[config.mk]
export PLATFORM = sky130hd
export DESIGN_NAME = iebu_top
export DESIGN_NICKNAME = d
export VERILOG_FILES = /design/src/logic/iebu_pkg.sv /design/src/logic/iebu_ahb_slave.sv /design/src/logic/iebu_top.sv
export VERILOG_INCLUDE_DIRS = /design/src /design/src/logic
export SDC_FILE = /design/constraint.sdc
export NUM_CORES = 1
export LEC_CHECK = 0
export BUFFER_PORTS_ARGS = -buffer_cell sky130_fd_sc_hd__buf_4
export CAP_MARGIN = 0
export CORE_AREA = 5 5 211 213
export CTS_CLUSTER_SIZE = 14
export DETAILED_ROUTE_END_ITERATION = 6
export DIE_AREA = 0 0 216 218
export PLACE_DENSITY_LB_ADDON = 0.08
export SLEW_MARGIN = 20
export SYNTH_ARGS = -nofsm -noshare
export SYNTH_HDL_FRONTEND = slang
export SYNTH_HIERARCHICAL = 1
export SYNTH_SLANG_ARGS = --single-unit
[constraint.sdc]
create_clock -name clk_i -period 5.7 [get_ports clk_i]
set_clock_uncertainty 0.2 [all_clocks]
set_input_delay 0 -clock clk_i [delete_from_list [all_inputs] [get_ports clk_i]]
set_output_delay 0 -clock clk_i [all_outputs]
set_load 0.02 [all_outputs]
[src/logic/iebu_consts.svh]
// Constants of the upper interrupt enable bank: offsets, masks and reset values.
// Operation
// - A set enable bit passes its source request; a clear bit blocks it.
// - Every implemented enable bit is read/write and clears at power-on reset.
// - Unimplemented bit positions ignore writes and always read back as zero.
// - Word3 bits 3..0 gate unit7 timer, I2C2 master, I2C2 slave, unit6 timer.
// - Word4 bits 14,13,9,8 used; bits 15 and 12..10 are unimplemented.
// - Word4 bits 7,6,3,2,1,0 used; bits 5..4 are unimplemented.
// - Word5 bits 15..8 gate compare, SPI and UART4 transmit/receive sources.
// - Word5 bits 7..1 gate UART4 error, USB, collisions, UART3; bit 0 unused.
// - Word6 bits 15,14,13,10 used; bits 12..11 and 9..7 are unimplemented.
// - Word6 bits 6..0 gate timers, LCD controller and logic cells 4..1.
// - Word7 bits 5..0 gate JTAG, UART6 and UART5; bits 15..6 unimplemented.
// - A source with a zero three-bit priority is disabled even when enabled.
`ifndef IEBU_CONSTS_SVH
`define IEBU_CONSTS_SVH

// =============================================================================
// Register byte offsets.
`define IEBU_OFF_WORD3  32'h0000_0000
`define IEBU_OFF_WORD4  32'h0000_0004
`define IEBU_OFF_WORD5  32'h0000_0008
`define IEBU_OFF_WORD6  32'h0000_000c
`define IEBU_OFF_WORD7  32'h0000_0010
`define IEBU_OFF_STATUS 32'h0000_0014
`define IEBU_OFF_MASK   32'h0000_0018

// =============================================================================
// Implemented bit masks of the enable words.
`define IEBU_MASK_WORD3 16'h000f
`define IEBU_MASK_WORD4 16'h63cf
`define IEBU_MASK_WORD5 16'hfffe
`define IEBU_MASK_WORD6 16'he47f
`define IEBU_MASK_WORD7 16'h003f

// =============================================================================
// Reset values and field codes.
`define IEBU_EN_RESET   16'h0000
`define IEBU_EVT_RESET  5'h00
`define IEBU_PRIO_OFF   3'h0
`define IEBU_HSIZE_WORD 3'h2

`endif

[src/logic/iebu_pkg.sv]
// Types shared by the upper interrupt enable bank.
package iebu_pkg;
  typedef logic [15:0] iebu_word_t;
  typedef logic [47:0] iebu_prio_word_t;
  typedef logic [4:0]  iebu_evt_t;
endpackage : iebu_pkg

[src/logic/iebu_ahb_slave.sv]
// AHB-Lite slave front end of the upper interrupt enable bank.
`include "iebu_consts.svh"
module iebu_ahb_slave
  import iebu_pkg::*;
(
  input  wire logic        clk_i,
  input  wire logic        rst_i,
  input  wire logic        hsel_i,
  input  wire logic [31:0] haddr_i,
  input  wire logic [1:0]  htrans_i,
  input  wire logic        hwrite_i,
  input  wire logic [2:0]  hsize_i,
  input  wire logic        hready_i,
  input  wire logic [31:0] rdata_i,
  output logic             hreadyout_o,
  output logic             hresp_o,
  output logic [31:0]      hrdata_o,
  output logic             wr_o,
  output logic [31:0]      waddr_o,
  output logic             rd_o
);

  logic        take;
  logic        wr_q;
  logic [31:0] waddr_q;
  logic [31:0] hrdata_q;
  logic        ready_q;
  logic        resp_q;

  // A transfer is taken only when selected, valid and a whole word.
  assign take        = hsel_i & hready_i & htrans_i[1] & (hsize_i == `IEBU_HSIZE_WORD);
  assign rd_o        = take & ~hwrite_i;
  assign wr_o        = wr_q;
  assign waddr_o     = waddr_q;
  assign hrdata_o    = hrdata_q;
  assign hreadyout_o = ready_q;
  assign hresp_o     = resp_q;    // Every answer is OKAY.

  // Address phase of a write is held for its data phase.
  always_ff @(posedge clk_i or posedge rst_i) begin
    if (rst_i) begin
      wr_q    <= 1'b0;
      waddr_q <= 32'h0;
    end else begin
      wr_q <= take & hwrite_i;
      if (take) begin
        waddr_q <= haddr_i;
      end
    end
  end

  // Read data is captured at the address phase so it stands in the data phase.
  always_ff @(posedge clk_i or posedge rst_i) begin
    if (rst_i) begin
      hrdata_q <= 32'h0;
      ready_q  <= 1'b1;
      resp_q   <= 1'b0;
    end else begin
      hrdata_q <= rd_o ? rdata_i : 32'h0;
      ready_q  <= 1'b1;
      resp_q   <= 1'b0;
    end
  end

  // A taken write always produces exactly one write strobe.
  property p_write_strobe;
    @(posedge clk_i) disable iff (rst_i)
      (take && hwrite_i) |=> (wr_o && waddr_o == $past(haddr_i));
  endproperty
  a_write_strobe: assert property (p_write_strobe)
    else $error("Taken write did not raise the write strobe.");

endmodule : iebu_ahb_slave

[src/logic/iebu_top.sv]
// Upper interrupt enable bank with request gating and an event interrupt.
//
// Our own choices: register access over AHB-Lite and the register offsets.
`include "iebu_consts.svh"
module iebu_top
  import iebu_pkg::*;
(
  input  wire logic            clk_i,
  input  wire logic            rst_i,
  input  wire logic            hsel_i,
  input  wire logic [31:0]     haddr_i,
  input  wire logic [1:0]      htrans_i,
  input  wire logic            hwrite_i,
  input  wire logic [2:0]      hsize_i,
  input  wire logic            hready_i,
  input  wire logic [31:0]     hwdata_i,
  output logic [31:0]          hrdata_o,
  output logic                 hreadyout_o,
  output logic                 hresp_o,
  input  wire iebu_word_t      pend_word3_i,
  input  wire iebu_word_t      pend_word4_i,
  input  wire iebu_word_t      pend_word5_i,
  input  wire iebu_word_t      pend_word6_i,
  input  wire iebu_word_t      pend_word7_i,
  input  wire iebu_prio_word_t prio_word3_i,
  input  wire iebu_prio_word_t prio_word4_i,
  input  wire iebu_prio_word_t prio_word5_i,
  input  wire iebu_prio_word_t prio_word6_i,
  input  wire iebu_prio_word_t prio_word7_i,
  output iebu_word_t           req_word3_o,
  output iebu_word_t           req_word4_o,
  output iebu_word_t           req_word5_o,
  output iebu_word_t           req_word6_o,
  output iebu_word_t           req_word7_o,
  output logic                 irq_o
);

  // ===========================================================================
  // Register map tables.

  localparam int unsigned NUM_WORDS = 5;

  localparam logic [31:0] WORD_OFFS [NUM_WORDS] = '{
    `IEBU_OFF_WORD3,
    `IEBU_OFF_WORD4,
    `IEBU_OFF_WORD5,
    `IEBU_OFF_WORD6,
    `IEBU_OFF_WORD7
  };

  localparam iebu_word_t WORD_MASKS [NUM_WORDS] = '{
    `IEBU_MASK_WORD3,
    `IEBU_MASK_WORD4,
    `IEBU_MASK_WORD5,
    `IEBU_MASK_WORD6,
    `IEBU_MASK_WORD7
  };

  // ===========================================================================
  // Internal signals.

  logic            wr;
  logic [31:0]     waddr;
  logic            rd;
  logic [31:0]     rdata;
  logic            wr_status;
  logic            wr_mask;

  iebu_word_t      pend      [NUM_WORDS];
  iebu_prio_word_t prio      [NUM_WORDS];
  iebu_word_t      prio_ok   [NUM_WORDS];
  iebu_word_t      enable_q  [NUM_WORDS];
  iebu_word_t      enable_d  [NUM_WORDS];
  iebu_word_t      req_q     [NUM_WORDS];
  iebu_word_t      req_d     [NUM_WORDS];
  logic            wr_hit    [NUM_WORDS];

  iebu_evt_t       rise;
  iebu_evt_t       status_q;
  iebu_evt_t       status_d;
  iebu_evt_t       mask_q;
  iebu_evt_t       mask_d;
  logic            irq_q;

  // ===========================================================================
  // Bus front end.

  // The slave takes whole-word transfers with no wait states.
  iebu_ahb_slave u_slave (
    .clk_i       (clk_i),
    .rst_i       (rst_i),
    .hsel_i      (hsel_i),
    .haddr_i     (haddr_i),
    .htrans_i    (htrans_i),
    .hwrite_i    (hwrite_i),
    .hsize_i     (hsize_i),
    .hready_i    (hready_i),
    .rdata_i     (rdata),
    .hreadyout_o (hreadyout_o),
    .hresp_o     (hresp_o),
    .hrdata_o    (hrdata_o),
    .wr_o        (wr),
    .waddr_o     (waddr),
    .rd_o        (rd)
  );

  // Source inputs are gathered into arrays indexed by enable word.
  assign pend[0] = pend_word3_i;
  assign pend[1] = pend_word4_i;
  assign pend[2] = pend_word5_i;
  assign pend[3] = pend_word6_i;
  assign pend[4] = pend_word7_i;
  assign prio[0] = prio_word3_i;
  assign prio[1] = prio_word4_i;
  assign prio[2] = prio_word5_i;
  assign prio[3] = prio_word6_i;
  assign prio[4] = prio_word7_i;

  // Gated requests leave straight from their flip-flops.
  assign req_word3_o = req_q[0];
  assign req_word4_o = req_q[1];
  assign req_word5_o = req_q[2];
  assign req_word6_o = req_q[3];
  assign req_word7_o = req_q[4];
  assign irq_o       = irq_q;

  // ===========================================================================
  // Enable words.

  for (genvar w = 0; w < NUM_WORDS; w++) begin : g_word

    // Write decode for this word.
    assign wr_hit[w] = wr && (waddr == WORD_OFFS[w]);

    // Unimplemented positions are masked away so writes there have no effect.
    assign enable_d[w] = wr_hit[w] ? (hwdata_i[15:0] & WORD_MASKS[w])
                                   : enable_q[w];

    // Enable bits clear at reset and otherwise hold the last written value.
    always_ff @(posedge clk_i or posedge rst_i) begin
      if (rst_i) begin
        enable_q[w] <= `IEBU_EN_RESET;
      end else begin
        enable_q[w] <= enable_d[w];
      end
    end

    // A zero priority field marks its source as switched off.
    for (genvar b = 0; b < 16; b++) begin : g_bit
      assign prio_ok[w][b] = (prio[w][3*b +: 3] != `IEBU_PRIO_OFF);
    end

    // The request is the pending flag gated by enable and priority.
    assign req_d[w] = pend[w] & enable_q[w] & prio_ok[w];

    // Requests are registered so each output comes from a flip-flop.
    always_ff @(posedge clk_i or posedge rst_i) begin
      if (rst_i) begin
        req_q[w] <= `IEBU_EN_RESET;
      end else begin
        req_q[w] <= req_d[w];
      end
    end

    // A newly raised request in this word is an event.
    assign rise[w] = |(req_d[w] & ~req_q[w]);

    // Unimplemented bits never hold a one.
    property p_unimpl_zero;
      @(posedge clk_i) disable iff (rst_i)
        (enable_q[w] & ~WORD_MASKS[w]) == 16'h0000;
    endproperty
    a_unimpl_zero: assert property (p_unimpl_zero)
      else $error("Unimplemented enable bit holds a one.");

    // A write stores exactly the implemented bits of the written data.
    property p_layout;
      @(posedge clk_i) disable iff (rst_i)
        wr_hit[w] |=> (enable_q[w] == ($past(hwdata_i[15:0]) & WORD_MASKS[w]));
    endproperty
    a_layout: assert property (p_layout)
      else $error("Enable word did not store the implemented bits.");

    // A source whose enable is clear is never requested.
    property p_block;
      @(posedge clk_i) disable iff (rst_i)
        ##1 ((req_q[w] & ~$past(enable_q[w])) == 16'h0000);
    endproperty
    a_block: assert property (p_block)
      else $error("Request passed with its enable clear.");

    // A pending, enabled source with nonzero priority is requested next cycle.
    property p_pass;
      @(posedge clk_i) disable iff (rst_i)
        (|(pend[w] & enable_q[w] & prio_ok[w]))
          |=> ((req_q[w] & $past(pend[w] & enable_q[w] & prio_ok[w]))
               == $past(pend[w] & enable_q[w] & prio_ok[w]));
    endproperty
    a_pass: assert property (p_pass)
      else $error("Pending enabled source was not requested.");

    // A source held at priority zero is never requested.
    property p_prio_off;
      @(posedge clk_i) disable iff (rst_i)
        ##1 ((req_q[w] & ~$past(prio_ok[w])) == 16'h0000);
    endproperty
    a_prio_off: assert property (p_prio_off)
      else $error("Request passed with a zero priority.");

  end

  // ===========================================================================
  // Event status and mask.

  assign wr_status = wr && (waddr == `IEBU_OFF_STATUS);
  assign wr_mask   = wr && (waddr == `IEBU_OFF_MASK);

  // Writing one clears a status bit; a new event in the same cycle wins.
  assign status_d = (status_q & ~(wr_status ? hwdata_i[4:0] : `IEBU_EVT_RESET)) | rise;

  // The mask is plain read/write.
  assign mask_d = wr_mask ? hwdata_i[4:0] : mask_q;

  // Status and mask registers.
  always_ff @(posedge clk_i or posedge rst_i) begin
    if (rst_i) begin
      status_q <= `IEBU_EVT_RESET;
      mask_q   <= `IEBU_EVT_RESET;
    end else begin
      status_q <= status_d;
      mask_q   <= mask_d;
    end
  end

  // The interrupt line follows the masked status with no extra lag.
  always_ff @(posedge clk_i or posedge rst_i) begin
    if (rst_i) begin
      irq_q <= 1'b0;
    end else begin
      irq_q <= |(status_d & mask_d);
    end
  end

  // ===========================================================================
  // Read data.

  // Reads see the values after any write in its data phase, so a read
  // right behind a write to the same register returns the new value.
  always_comb begin
    rdata = 32'h0;
    for (int w = 0; w < NUM_WORDS; w++) begin
      if (haddr_i == WORD_OFFS[w]) begin
        rdata = {16'h0000, enable_d[w]};
      end
    end
    if (haddr_i == `IEBU_OFF_STATUS) begin
      rdata = {27'h0, status_d};
    end
    if (haddr_i == `IEBU_OFF_MASK) begin
      rdata = {27'h0, mask_d};
    end
  end

  // ===========================================================================
  // Checks.

  // All enable words read zero at the first edge after reset.
  property p_reset_clear;
    @(posedge clk_i) disable iff (rst_i)
      $past(rst_i) |-> (enable_q[0] == 16'h0000 && enable_q[1] == 16'h0000
                        && enable_q[2] == 16'h0000 && enable_q[3] == 16'h0000
                        && enable_q[4] == 16'h0000);
  endproperty
  a_reset_clear: assert property (p_reset_clear)
    else $error("Enable bits not clear after reset.");

  // A read of enable word4 never shows upper or unimplemented bits.
  property p_read_unimpl;
    @(posedge clk_i) disable iff (rst_i)
      (rd && haddr_i == `IEBU_OFF_WORD4)
        |=> (hrdata_o[31:16] == 16'h0000 && (hrdata_o[15:0] & ~`IEBU_MASK_WORD4) == 16'h0000);
  endproperty
  a_read_unimpl: assert property (p_read_unimpl)
    else $error("Read returned a one in an unimplemented bit.");

  // An event that meets a clear of its bit still leaves the bit set.
  property p_set_wins;
    @(posedge clk_i) disable iff (rst_i)
      (|rise) |=> ((status_q & $past(rise)) == $past(rise));
  endproperty
  a_set_wins: assert property (p_set_wins)
    else $error("Status event was lost.");

  // The interrupt line tracks the masked status.
  property p_irq;
    @(posedge clk_i) disable iff (rst_i)
      irq_o == (|(status_q & mask_q));
  endproperty
  a_irq: assert property (p_irq)
    else $error("Interrupt line disagrees with masked status.");

  // Writing ones to the status register clears those bits unless a new event lands.
  property p_status_clear;
    @(posedge clk_i) disable iff (rst_i)
      wr_status |=> ((status_q & $past(hwdata_i[4:0]) & ~$past(rise)) == 5'h00);
  endproperty
  a_status_clear: assert property (p_status_clear)
    else $error("Status bit survived its clear.");

  // The mask register stores the written low bits.
  property p_mask_rw;
    @(posedge clk_i) disable iff (rst_i)
      wr_mask |=> (mask_q == $past(hwdata_i[4:0]));
  endproperty
  a_mask_rw: assert property (p_mask_rw)
    else $error("Mask register did not store the written bits.");

  // A read of the lowest enable word returns that word in its data phase.
  property p_read_word;
    @(posedge clk_i) disable iff (rst_i)
      (rd && haddr_i == `IEBU_OFF_WORD3) |=> (hrdata_o == {16'h0000, enable_q[0]});
  endproperty
  a_read_word: assert property (p_read_word)
    else $error("Read data differs from the enable word.");

  // Read data is zero in any cycle that does not follow a taken read.
  property p_idle_data;
    @(posedge clk_i) disable iff (rst_i)
      !rd |=> (hrdata_o == 32'h0000_0000);
  endproperty
  a_idle_data: assert property (p_idle_data)
    else $error("Read data stood without a read.");

  // The bus never waits and never reports an error.
  property p_bus_okay;
    @(posedge clk_i) disable iff (rst_i)
      hreadyout_o && !hresp_o;
  endproperty
  a_bus_okay: assert property (p_bus_okay)
    else $error("Bus answer was not a ready OKAY.");

  // Requests, status, mask and the interrupt line are clear at the first edge after reset.
  property p_out_reset;
    @(posedge clk_i) disable iff (rst_i)
      $past(rst_i) |-> (status_q == 5'h00 && mask_q == 5'h00 && !irq_o
                        && (req_q[0] | req_q[1] | req_q[2] | req_q[3] | req_q[4]) == 16'h0000);
  endproperty
  a_out_reset: assert property (p_out_reset)
    else $error("Outputs not clear after reset.");

endmodule : iebu_top

After elaboration in Yosys (flattened, before gate mapping)

Index checks and enable logic that the tools add are counted.

$add $sub $neg: 0
Multipliers: 0
Divide/modulo/power cells: 0
$lt $le $gt $ge: 0
Equal/unequal tests: 13
Shift-type cells: 0
Muxes and demuxes: 15
Bitwise logic cells: 30
Reductions and logical operators: 95

Operators by type and width:

| operator            | number |
|---|---|
| $and 16x16->16      | 15 |
| $reduce_bool 3->1   | 80 |
| $eq 32x5->1 const B | 6 |
| $mux 16             | 11 |
| $eq 32x4->1 const B | 4 |
| $not 16->16         | 5 |
| $reduce_or 16->1    | 5 |
| $eq 32x3->1 const B | 2 |
| $logic_not 32->1    | 2 |
| $mux 32             | 2 |
| $and 5x5->5         | 2 |
| $mux 5              | 2 |
| $logic_and 1x1->1   | 7 |
| $and 1x1->1         | 5 |
| $not 5->5           | 1 |
| $or 5x5->5          | 1 |
| $reduce_or 5->1     | 1 |
| $eq 3x2->1 const B  | 1 |
| $not 1->1           | 1 |

Flip-flop bits (word level): 236
Latch bits: 0
Memory bits (writable): 0
Memory bits (read-only): 0
Input bits: 394
Output and inout port bits: 115
Logic and storage cells: 169
Memories: 0

Logic depth before layout (Yosys ltp)

Gate-level depths: netlist of the first run.

Word-level depth: 11
Mapped depth: 10

Modules after synthesis

Netlist of the first run, hierarchy kept.

By module, submodules not included:

| module         | times used | cells an instance | area an instance (µm²) |
|---|---|---|---|
| iebu_top       | 1          | 660               | 7928.9 |
| iebu_ahb_slave | 1          | 145               | 2496.1 |

Least setup slack after synthesis of the first run

No wires, ideal clock.

Path type: reg-to-reg
Start: register u_slave.waddr_q[12] (netlist: u_slave/waddr_o[12])
End: register u_slave.hrdata_q[1] (netlist: u_slave/hrdata_o[1])
Arrival: 2523 ps
Data required time: 5381 ps
Slack: 2858 ps
Stages on the path, launching flop included: 9
Buffers on the path: 1
Period minus slack after synthesis: 2842 ps
Path through: dfrtp_1 > nor4_2 > nand4_2 > or4_1 > buf_2 > mux2_1 > a222oi_1 > o41ai_1 > and2_1

RTL lines:

| what                   | line                 | RTL |
|---|---|---|
| from (decl)            | iebu_ahb_slave.sv:25 | `logic [31:0] waddr_q;` |
| from (signal assigned) | iebu_ahb_slave.sv:47 | `waddr_q <= haddr_i;` |
| to (signal assigned)   | iebu_ahb_slave.sv:59 | `hrdata_q <= rd_o ? rdata_i : 32'h0;` |
| to (decl)              | iebu_ahb_slave.sv:26 | `logic [31:0] hrdata_q;` |

==> run_results.csv, run 1 <==
group,metric,value,unit
outcome,status,"finished with violations",
clock_network,cts_resized,0,
power_and_ir_drop,p_int,3.18,mW
synthesis,yosysSeqAreaShare,0.566,
drt,drt_iter0_drc,442,
timing,relSlewSlack,0.339,
place,dp_hpwl,35.6,mm
global_route,grt.overflow.total,0,
drt,routedWlPerCell,21.4,µm
cells_and_area,nets,1970,
drt,via_per_inst,4.54,
global_route,grt_pass1_vias,10657,
clock_network,cts_buffer_depth,3,
global_route,grt_first_pass_wirelength,66.9,mm
setup_path,crit_type,"register to register",
setup_path,start_kind,"register",
setup_path,cp.arrival,3.94,ns
power_and_ir_drop,power_frac_seq,0.429,
power_and_ir_drop,cellPowerDensity,228,nW/µm²
setup_path,rrSetupSlack,2.00,ns
timing,min_period,3.70,ns
synthesis,synth_cells,805,
clock_network,clk_pin_slew,0.06,ns
die,die_h,218,µm
timing,whs,-0.0222,ns
timing,tns,0,ns
power_and_ir_drop,total_power,4.15,mW
synthesis,ys_ff_latch,236,
drt,drt-pass1-iter-count,4,
synthesis,synth-edff-count,0,
power_and_ir_drop,clkPwrFrac,0.434,
timing,setup_ws,2.00,ns
clock_network,cts_root_buf,"clkbuf_16",
clock_network,ctsHoldBuffers,253,
timing,rsz0062_at_grt,"false",
setup_path,worstPathRequired,5.94,ns
clock_network,cts.sinks,236,
clock_network,clock_latency,0.56,ns
die,fp.dieW,216,µm
synthesis,synthArstFlopShare,1.00,
global_route,grtUsageTotal,0.186,
clock_network,numCtsBuffers,29,
synthesis,synth_area_per_cell,13.0,µm²
synthesis,yosys_warnings,6,
timing,hold_viol,5,
place,preCtsSetupSlack,1.97,ns
synthesis,synth_ff_type,"dfrtp_1",
clock_network,cts_tree,"built",
timing,max_freq,270,MHz
power_and_ir_drop,vdd_drop_max,0.157,mV
power_and_ir_drop,p_switching,0.963,mW
setup_path,r2r_end,"u_slave/hrdata_o[3]",
clock_network,h-tree-depth,1,
drt,route.vias.total,9741,
die,dieArea,47100,µm²
power_and_ir_drop,switching_share,0.232,
drt,antenna_left,0,
power_and_ir_drop,p_leak,9.16,nW
hold_path,hold_class,"primary input to asynchronous set/reset pin",
synthesis,synth.distinct_cells,60,
setup_path,crit_fanout,16,
outcome,violations,"negative hold slack",
cells_and_area,area_growth,74.5,%
place,port_buffers,489,
timing,slew_violations,0,
die,rows,76,
synthesis,netlist_area,10400,µm²
timing,setup_viol,0,
flow_run,drv_cap,0,
die,start_util,0.245,
setup_path,endpoint_kind,"register",
die,ioPinCount,509,
place,place_congestion,0.857,
drt,drc,0,
setup_path,reg2reg_from,"u_slave/waddr_o[17]",
global_route,grt_max_degree,125,
global_route,antenna_found_initial,2,
timing,post-route-period-util,0.649,
power_and_ir_drop,p_comb_frac,0.136,
setup_path,r2r_cells,8,
die,coreArea,42500,µm²
timing,worst_pin_slew,0.984,ns
cells_and_area,drive_above_1_share,0.403,
clock_network,post_cts_buffers,0,
drt,wirelength,45.9,mm
-- flip-flops by register name, summed over array words and instances (netlist names) --
| name | cells |
|---|---|
| mask_q | 5 |
| status_q | 5 |
| req_word3_o | 16 |
| req_word5_o | 16 |
| u_slave/wr_o | 1 |
| irq_o | 1 |
| req_word6_o | 16 |
| req_word7_o | 16 |
| u_slave/waddr_o | 32 |
| req_word4_o | 16 |
| enable_q | 80 |
| u_slave/hrdata_o | 32 |
-- per-layer routing --
metal | global-route usage | part of all wire | vias to the layer above
met5 | 0 | 0.00028 | -
met4 | 0.0581 | 0.031 | 2
met3 | 0.0347 | 0.061 | 73
met2 | 0.336 | 0.51 | 337
met1 | 0.224 | 0.40 | 4751
li1 | - | - | 4578
-- how the worst max path moves through the flow --
stage          slack (ns)                 from             endpoint  cells after the start
2_1_floorplan        0.87                rst_i          enable_q[0]                      1
3_3_place_gp         1.97  u_slave/waddr_o[17]  u_slave/hrdata_o[3]                      8
3_5_place_dp         1.97  u_slave/waddr_o[12]  u_slave/hrdata_o[3]                      7
4_1_cts              1.93  u_slave/waddr_o[12]  u_slave/hrdata_o[3]                      7
5_1_grt              1.75  u_slave/waddr_o[12]  u_slave/hrdata_o[3]                      7
6_report             2.00  u_slave/waddr_o[17]  u_slave/hrdata_o[3]                      8
-- critical path, cell delays in order, from the launching register on --
cell and delay, ns:
dfrtp_1 0.38, nor4_1 0.39, nand4_1 0.16, buf_4 0.24
nor4_4 0.87, mux2_2 0.44, a222oi_1 0.55, o41ai_1 0.16
and2_1 0.16
-- per-stage QoR --
step | cells | util | area (µm²)
global placement | 1838 | 0.346 | 14700
global route | 2143 | 0.428 | 18200
detailed placement | 1838 | 0.346 | 14700
finish | 2144 | 0.428 | 18200
floorplan | 820 | - | 10500
CTS | 2143 | 0.428 | 18200
-- Yosys cell counts (5+ instances only) --
master	n	share of area
mux2i_1	6	0.0058
nor2_1	6	0.0022
or3_1	6	0.0036
mux2_4	29	0.042
and3_1	6	0.0036
a222oi_1	5	0.0048
a22oi_1	47	0.034
inv_1	104	0.037
o311a_1	80	0.077
nor4_1	13	0.0078
a21oi_1	5	0.0024
a221oi_1	5	0.0042
nor2b_1	14	0.0084
buf_2	7	0.0034
clkbuf_1	7	0.0025
nor3_1	6	0.0029
nand4_1	15	0.0090
dfrtp_1	236	0.57
nand2_1	19	0.0068
o221ai_1	6	0.0050
a221oi_2	12	0.017
and2_1	46	0.028
mux2_1	13	0.014
mux2_2	35	0.038
a31o_1	5	0.0042
nor4_2	5	0.0060
-- cell usage in the layout (no fill, tap or decap), types with 3 or more instances in the layout --
cell type	n
nand2_1	19
dlygate4sd3_1	253
and3_1	6
a2bb2oi_1	4
nor4_4	3
and2_1	46
dfrtp_1	236
conb_1	18
mux2_2	35
o221ai_1	6
and4_1	3
o41ai_1	3
nand2b_1	4
mux2i_1	6
clkbuf_8	11
clkbuf_16	29
a21oi_1	5
mux2_1	13
inv_1	102
a221oi_1	5
clkbuf_1	5
or4_1	4
nor4_1	13
nor2_1	6
clkinv_2	5
nand4_1	15
a221oi_2	12
a222oi_1	5
nor2b_1	14
o41a_1	3
or3_1	6
o311a_1	80
a22oi_1	47
nor3_1	6
buf_4	498
a31o_1	5
nor4_2	5
mux2_4	29
-- layout make-up --
cell class	instances	area, µm²
Fill cell	4104	24300
Timing Repair Buffer	751	6270
Inverter	104	399
Multi-Input combinational cell	454	3990
Tap cell	546	683
Antenna cell	1	2.50
Clock inverter	7	45.0
Sequential cell	236	5910
Clock buffer	45	896
-- power groups by stage --
| stage | Clock (mW) | Sequential (mW) | Combinational [mW] |
|---|---|---|---|
| floorplan | 0 | 1.80 | 0.149 |
| global placement | 0 | 1.81 | 0.417 |
| detailed placement | 0 | 1.81 | 0.421 |
| CTS | 1.86 | 1.78 | 0.571 |
| global route | 1.92 | 1.79 | 0.614 |
| finish | 1.80 | 1.78 | 0.565 |
-- cells by family after synthesis --
kind of cell / Yosys count / synth area share
other cells: 3 / 0.00108
mux: 83 / 0.0994
compound gates: 186 / 0.166
simple gates: 167 / 0.110
flops: 236 / 0.566
buf+inv: 130 / 0.0566
(Power assumes the default switching activity.)
==> run 2, diff against run 1 <==
Settings changed: ABC_AREA set to 1, CORE_AREA 5 5 211 213 to 5 5 219 221, DIE_AREA 0 0 216 218 to 0 0 224 226.
Clock period 5.7 ns to 3.9 ns, I/O delays scaled along.
==> run 2 against run 1 <==
- the flow still finishes with violations (negative hold slack)
- synthesized cell count increased by 78%
- core utilization decreased by 0.51 points
- flip-flop and latch count unchanged
- via count increased by 23%
- sequential share of layout area decreased by 2.1 points
- routed wire length increased by 3.1%
- register-to-register slack got worse by 1.3 ns
- worst hold slack got worse by 0.064 ns
- sequential power increased by 46%
- critical path type is now primary input to register
- highest routed layer unchanged
==> run_results.csv, run 2 <==
group,metric,value,unit
drt,routedWlPerCell,16.5,µm
die,ioPinCount,509,
setup_path,cp-startpoint,"prio_word4_i[0]",
place,place_congestion,0.839,
setup_path,crit_fanout,3,
timing,whs,-0.0867,ns
timing,tns,0,ns
clock_network,cts_root_buf,"clkbuf_16",
timing,hold_viol,1,
drt,via_per_inst,4.18,
place,dp_hpwl,36.3,mm
synthesis,synth_area_per_cell,7.85,µm²
power_and_ir_drop,cellPowerDensity,317,nW/µm²
clock_network,clk_pin_slew,0.06,ns
global_route,grt_pass1_vias,12420,
synthesis,synth_cells,1434,
global_route,grt.busiest_layer,"met2",
cells_and_area,layout_common_cells,"buf_4 (495), nand2_1 (337), dlygate4sd3_1 (290)",
setup_path,crit_top_cell,"dlygate4sd3_1",
global_route,grtUsageMet2,0.330,
setup_path,worstPathRequired,4.14,ns
clock_network,cts.sinks,236,
cells_and_area,largest_reg_flops,80,
drt,wirelength,47.3,mm
setup_path,start_kind,"primary input",
drt,drt-pass1-iter-count,7,
timing,worst_pin_slew,0.871,ns
power_and_ir_drop,total_power,6.16,mW
die,fp.dieW,224,µm
cells_and_area,nFillCells,4731,
global_route,grt_first_pass_wirelength,71.7,mm
clock_network,clock_latency,0.58,ns
hold_path,hold_class,"primary input to register",
setup_path,crit_buf_inv,6,
setup_path,critPathMaxStageDelay,0.59,ns
global_route,antenna_found_initial,4,
global_route,grt_max_degree,129,
cells_and_area,final_util,0.423,
cells_and_area,regMostFlops,"enable_q",
timing,slew_violations,0,
clock_network,cts_buffer_depth,3,
flow_run,drv_cap,0,
timing,setup_viol,0,
timing,relSlewSlack,0.417,
hold_path,worstHoldStart,"prio_word6_i[21]",
cells_and_area,area_growth,72.7,%
global_route,gr-usage-met1,0.220,
global_route,grt.overflow.total,0,
die,rows,79,
clock_network,numCtsBuffers,29,
cells_and_area,nets,2629,
power_and_ir_drop,p_leak,10.2,nW
clock_network,h-tree-depth,1,
drt,route.vias.total,11958,
global_route,grtUsageMet3,0.0399,
cells_and_area,drive_above_1_share,0.263,
setup_path,reg2reg_from,"enable_q[9]",
drt,drc,0,
die,start_util,0.245,
setup_path,crit_chain,"dlygate4sd3_1 > buf_4 > nor2_1 > dlygate4sd3_1 > nand2_1 > dlygate4sd3_1 > nand4_1 > o21ai_0 > dlygate4sd3_1 > nor2_1 > nand3_1 > nor2_1 > nand2_1 > dlygate4sd3_1",
setup_path,crit_type,"primary input to register",
outcome,status,"finished with violations",
place,dp_cells,2521,
drt,drt_iter0_drc,685,
setup_path,cp.arrival,3.87,ns
timing,min_period,3.63,ns
synthesis,yosys_warnings,6,
synthesis,netlist_area,11300,µm²
clock_network,post_cts_buffers,0,
timing,max_freq,275,MHz
setup_path,cp_top_family,"buffers and inverters",
place,port_buffers,489,
timing,rsz0062_at_grt,"false",
power_and_ir_drop,vdd_drop_max,0.320,mV
die,coreArea,46000,µm²
setup_path,crit_path_top_delay_cell,"dlygate4sd3_1",
setup_path,rrSetupSlack,0.67,ns
drt,antenna_left,0,
global_route,grtUsageTotal,0.180,
outcome,violations,"negative hold slack",
die,die_h,226,µm
cells_and_area,final_common_cell,"buf_4",
timing,post-route-period-util,0.932,
die,dieArea,50600,µm²
setup_path,endpoint_kind,"register",
clock_network,cts_tree,"built",
cells_and_area,fin_cells,2862,
[run 2: final cells by class]
class	instances	area, µm²	share of cell area
sequential	236	5910	0.304
tap	607	759	0.0391
antenna	2	5.00	0.000257
clock inverter	4	35.0	0.00180
timing repair buffer	786	6640	0.342
clock buffer	45	886	0.0456
multi-input combinational	926	4240	0.218
inverter	256	971	0.0499
[run 2: power by group]
part           total, mW  internal (mW)  switching, mW  leakage [nW]
registers           2.60           2.54         0.0569          2.97
logic              0.941          0.528          0.413          6.74
clock network       2.62           1.55           1.07         0.458
total               6.16           4.62           1.54          10.2
[run 2: routing by layer]
metal	part of all wire	wire [µm]
met5	0.00080	38
met4	0.018	850
met3	0.057	2720
met2	0.51	24200
met1	0.41	19500
[run 2: through the flow]
stage,area (µm²),setup WS (ns)
after floorplan,11300,1.52
after global placement,15600,1.27
after detailed placement,15600,1.25
after CTS,19400,0.107
after global routing,19400,0.0883
final,19400,0.266
[run 2: worst reg2reg max path, delay by kind of cell (launching register included)]
kind / cells / cell delay [ns]
buffers and inverters: 2 / 1.27
and+or+nand+nor: 8 / 1.21
DFF: 1 / 0.39
[run 2: timing repair]
action | 4_1_cts | 5_1_grt
resized for setup | 0 | 3
hold buffers | 291 | 0
hold endpoints to repair | 393 | 0
setup endpoints to repair | 0 | 1
[run 2: path summary, 6_finish.rpt]
| check | endpoint | cells past startpoint |
|---|---|---|
| min in group asynchronous | req_word7_o[3] | 4 |
| hold reg to reg | u_slave/waddr_o[24] | 2 |
| setup / recovery | status_q[1] | 14 |
| hold / removal | status_q[3] | 9 |
| max in group asynchronous | u_slave/waddr_o[14] | 5 |
| setup reg to reg | irq_o | 10 |
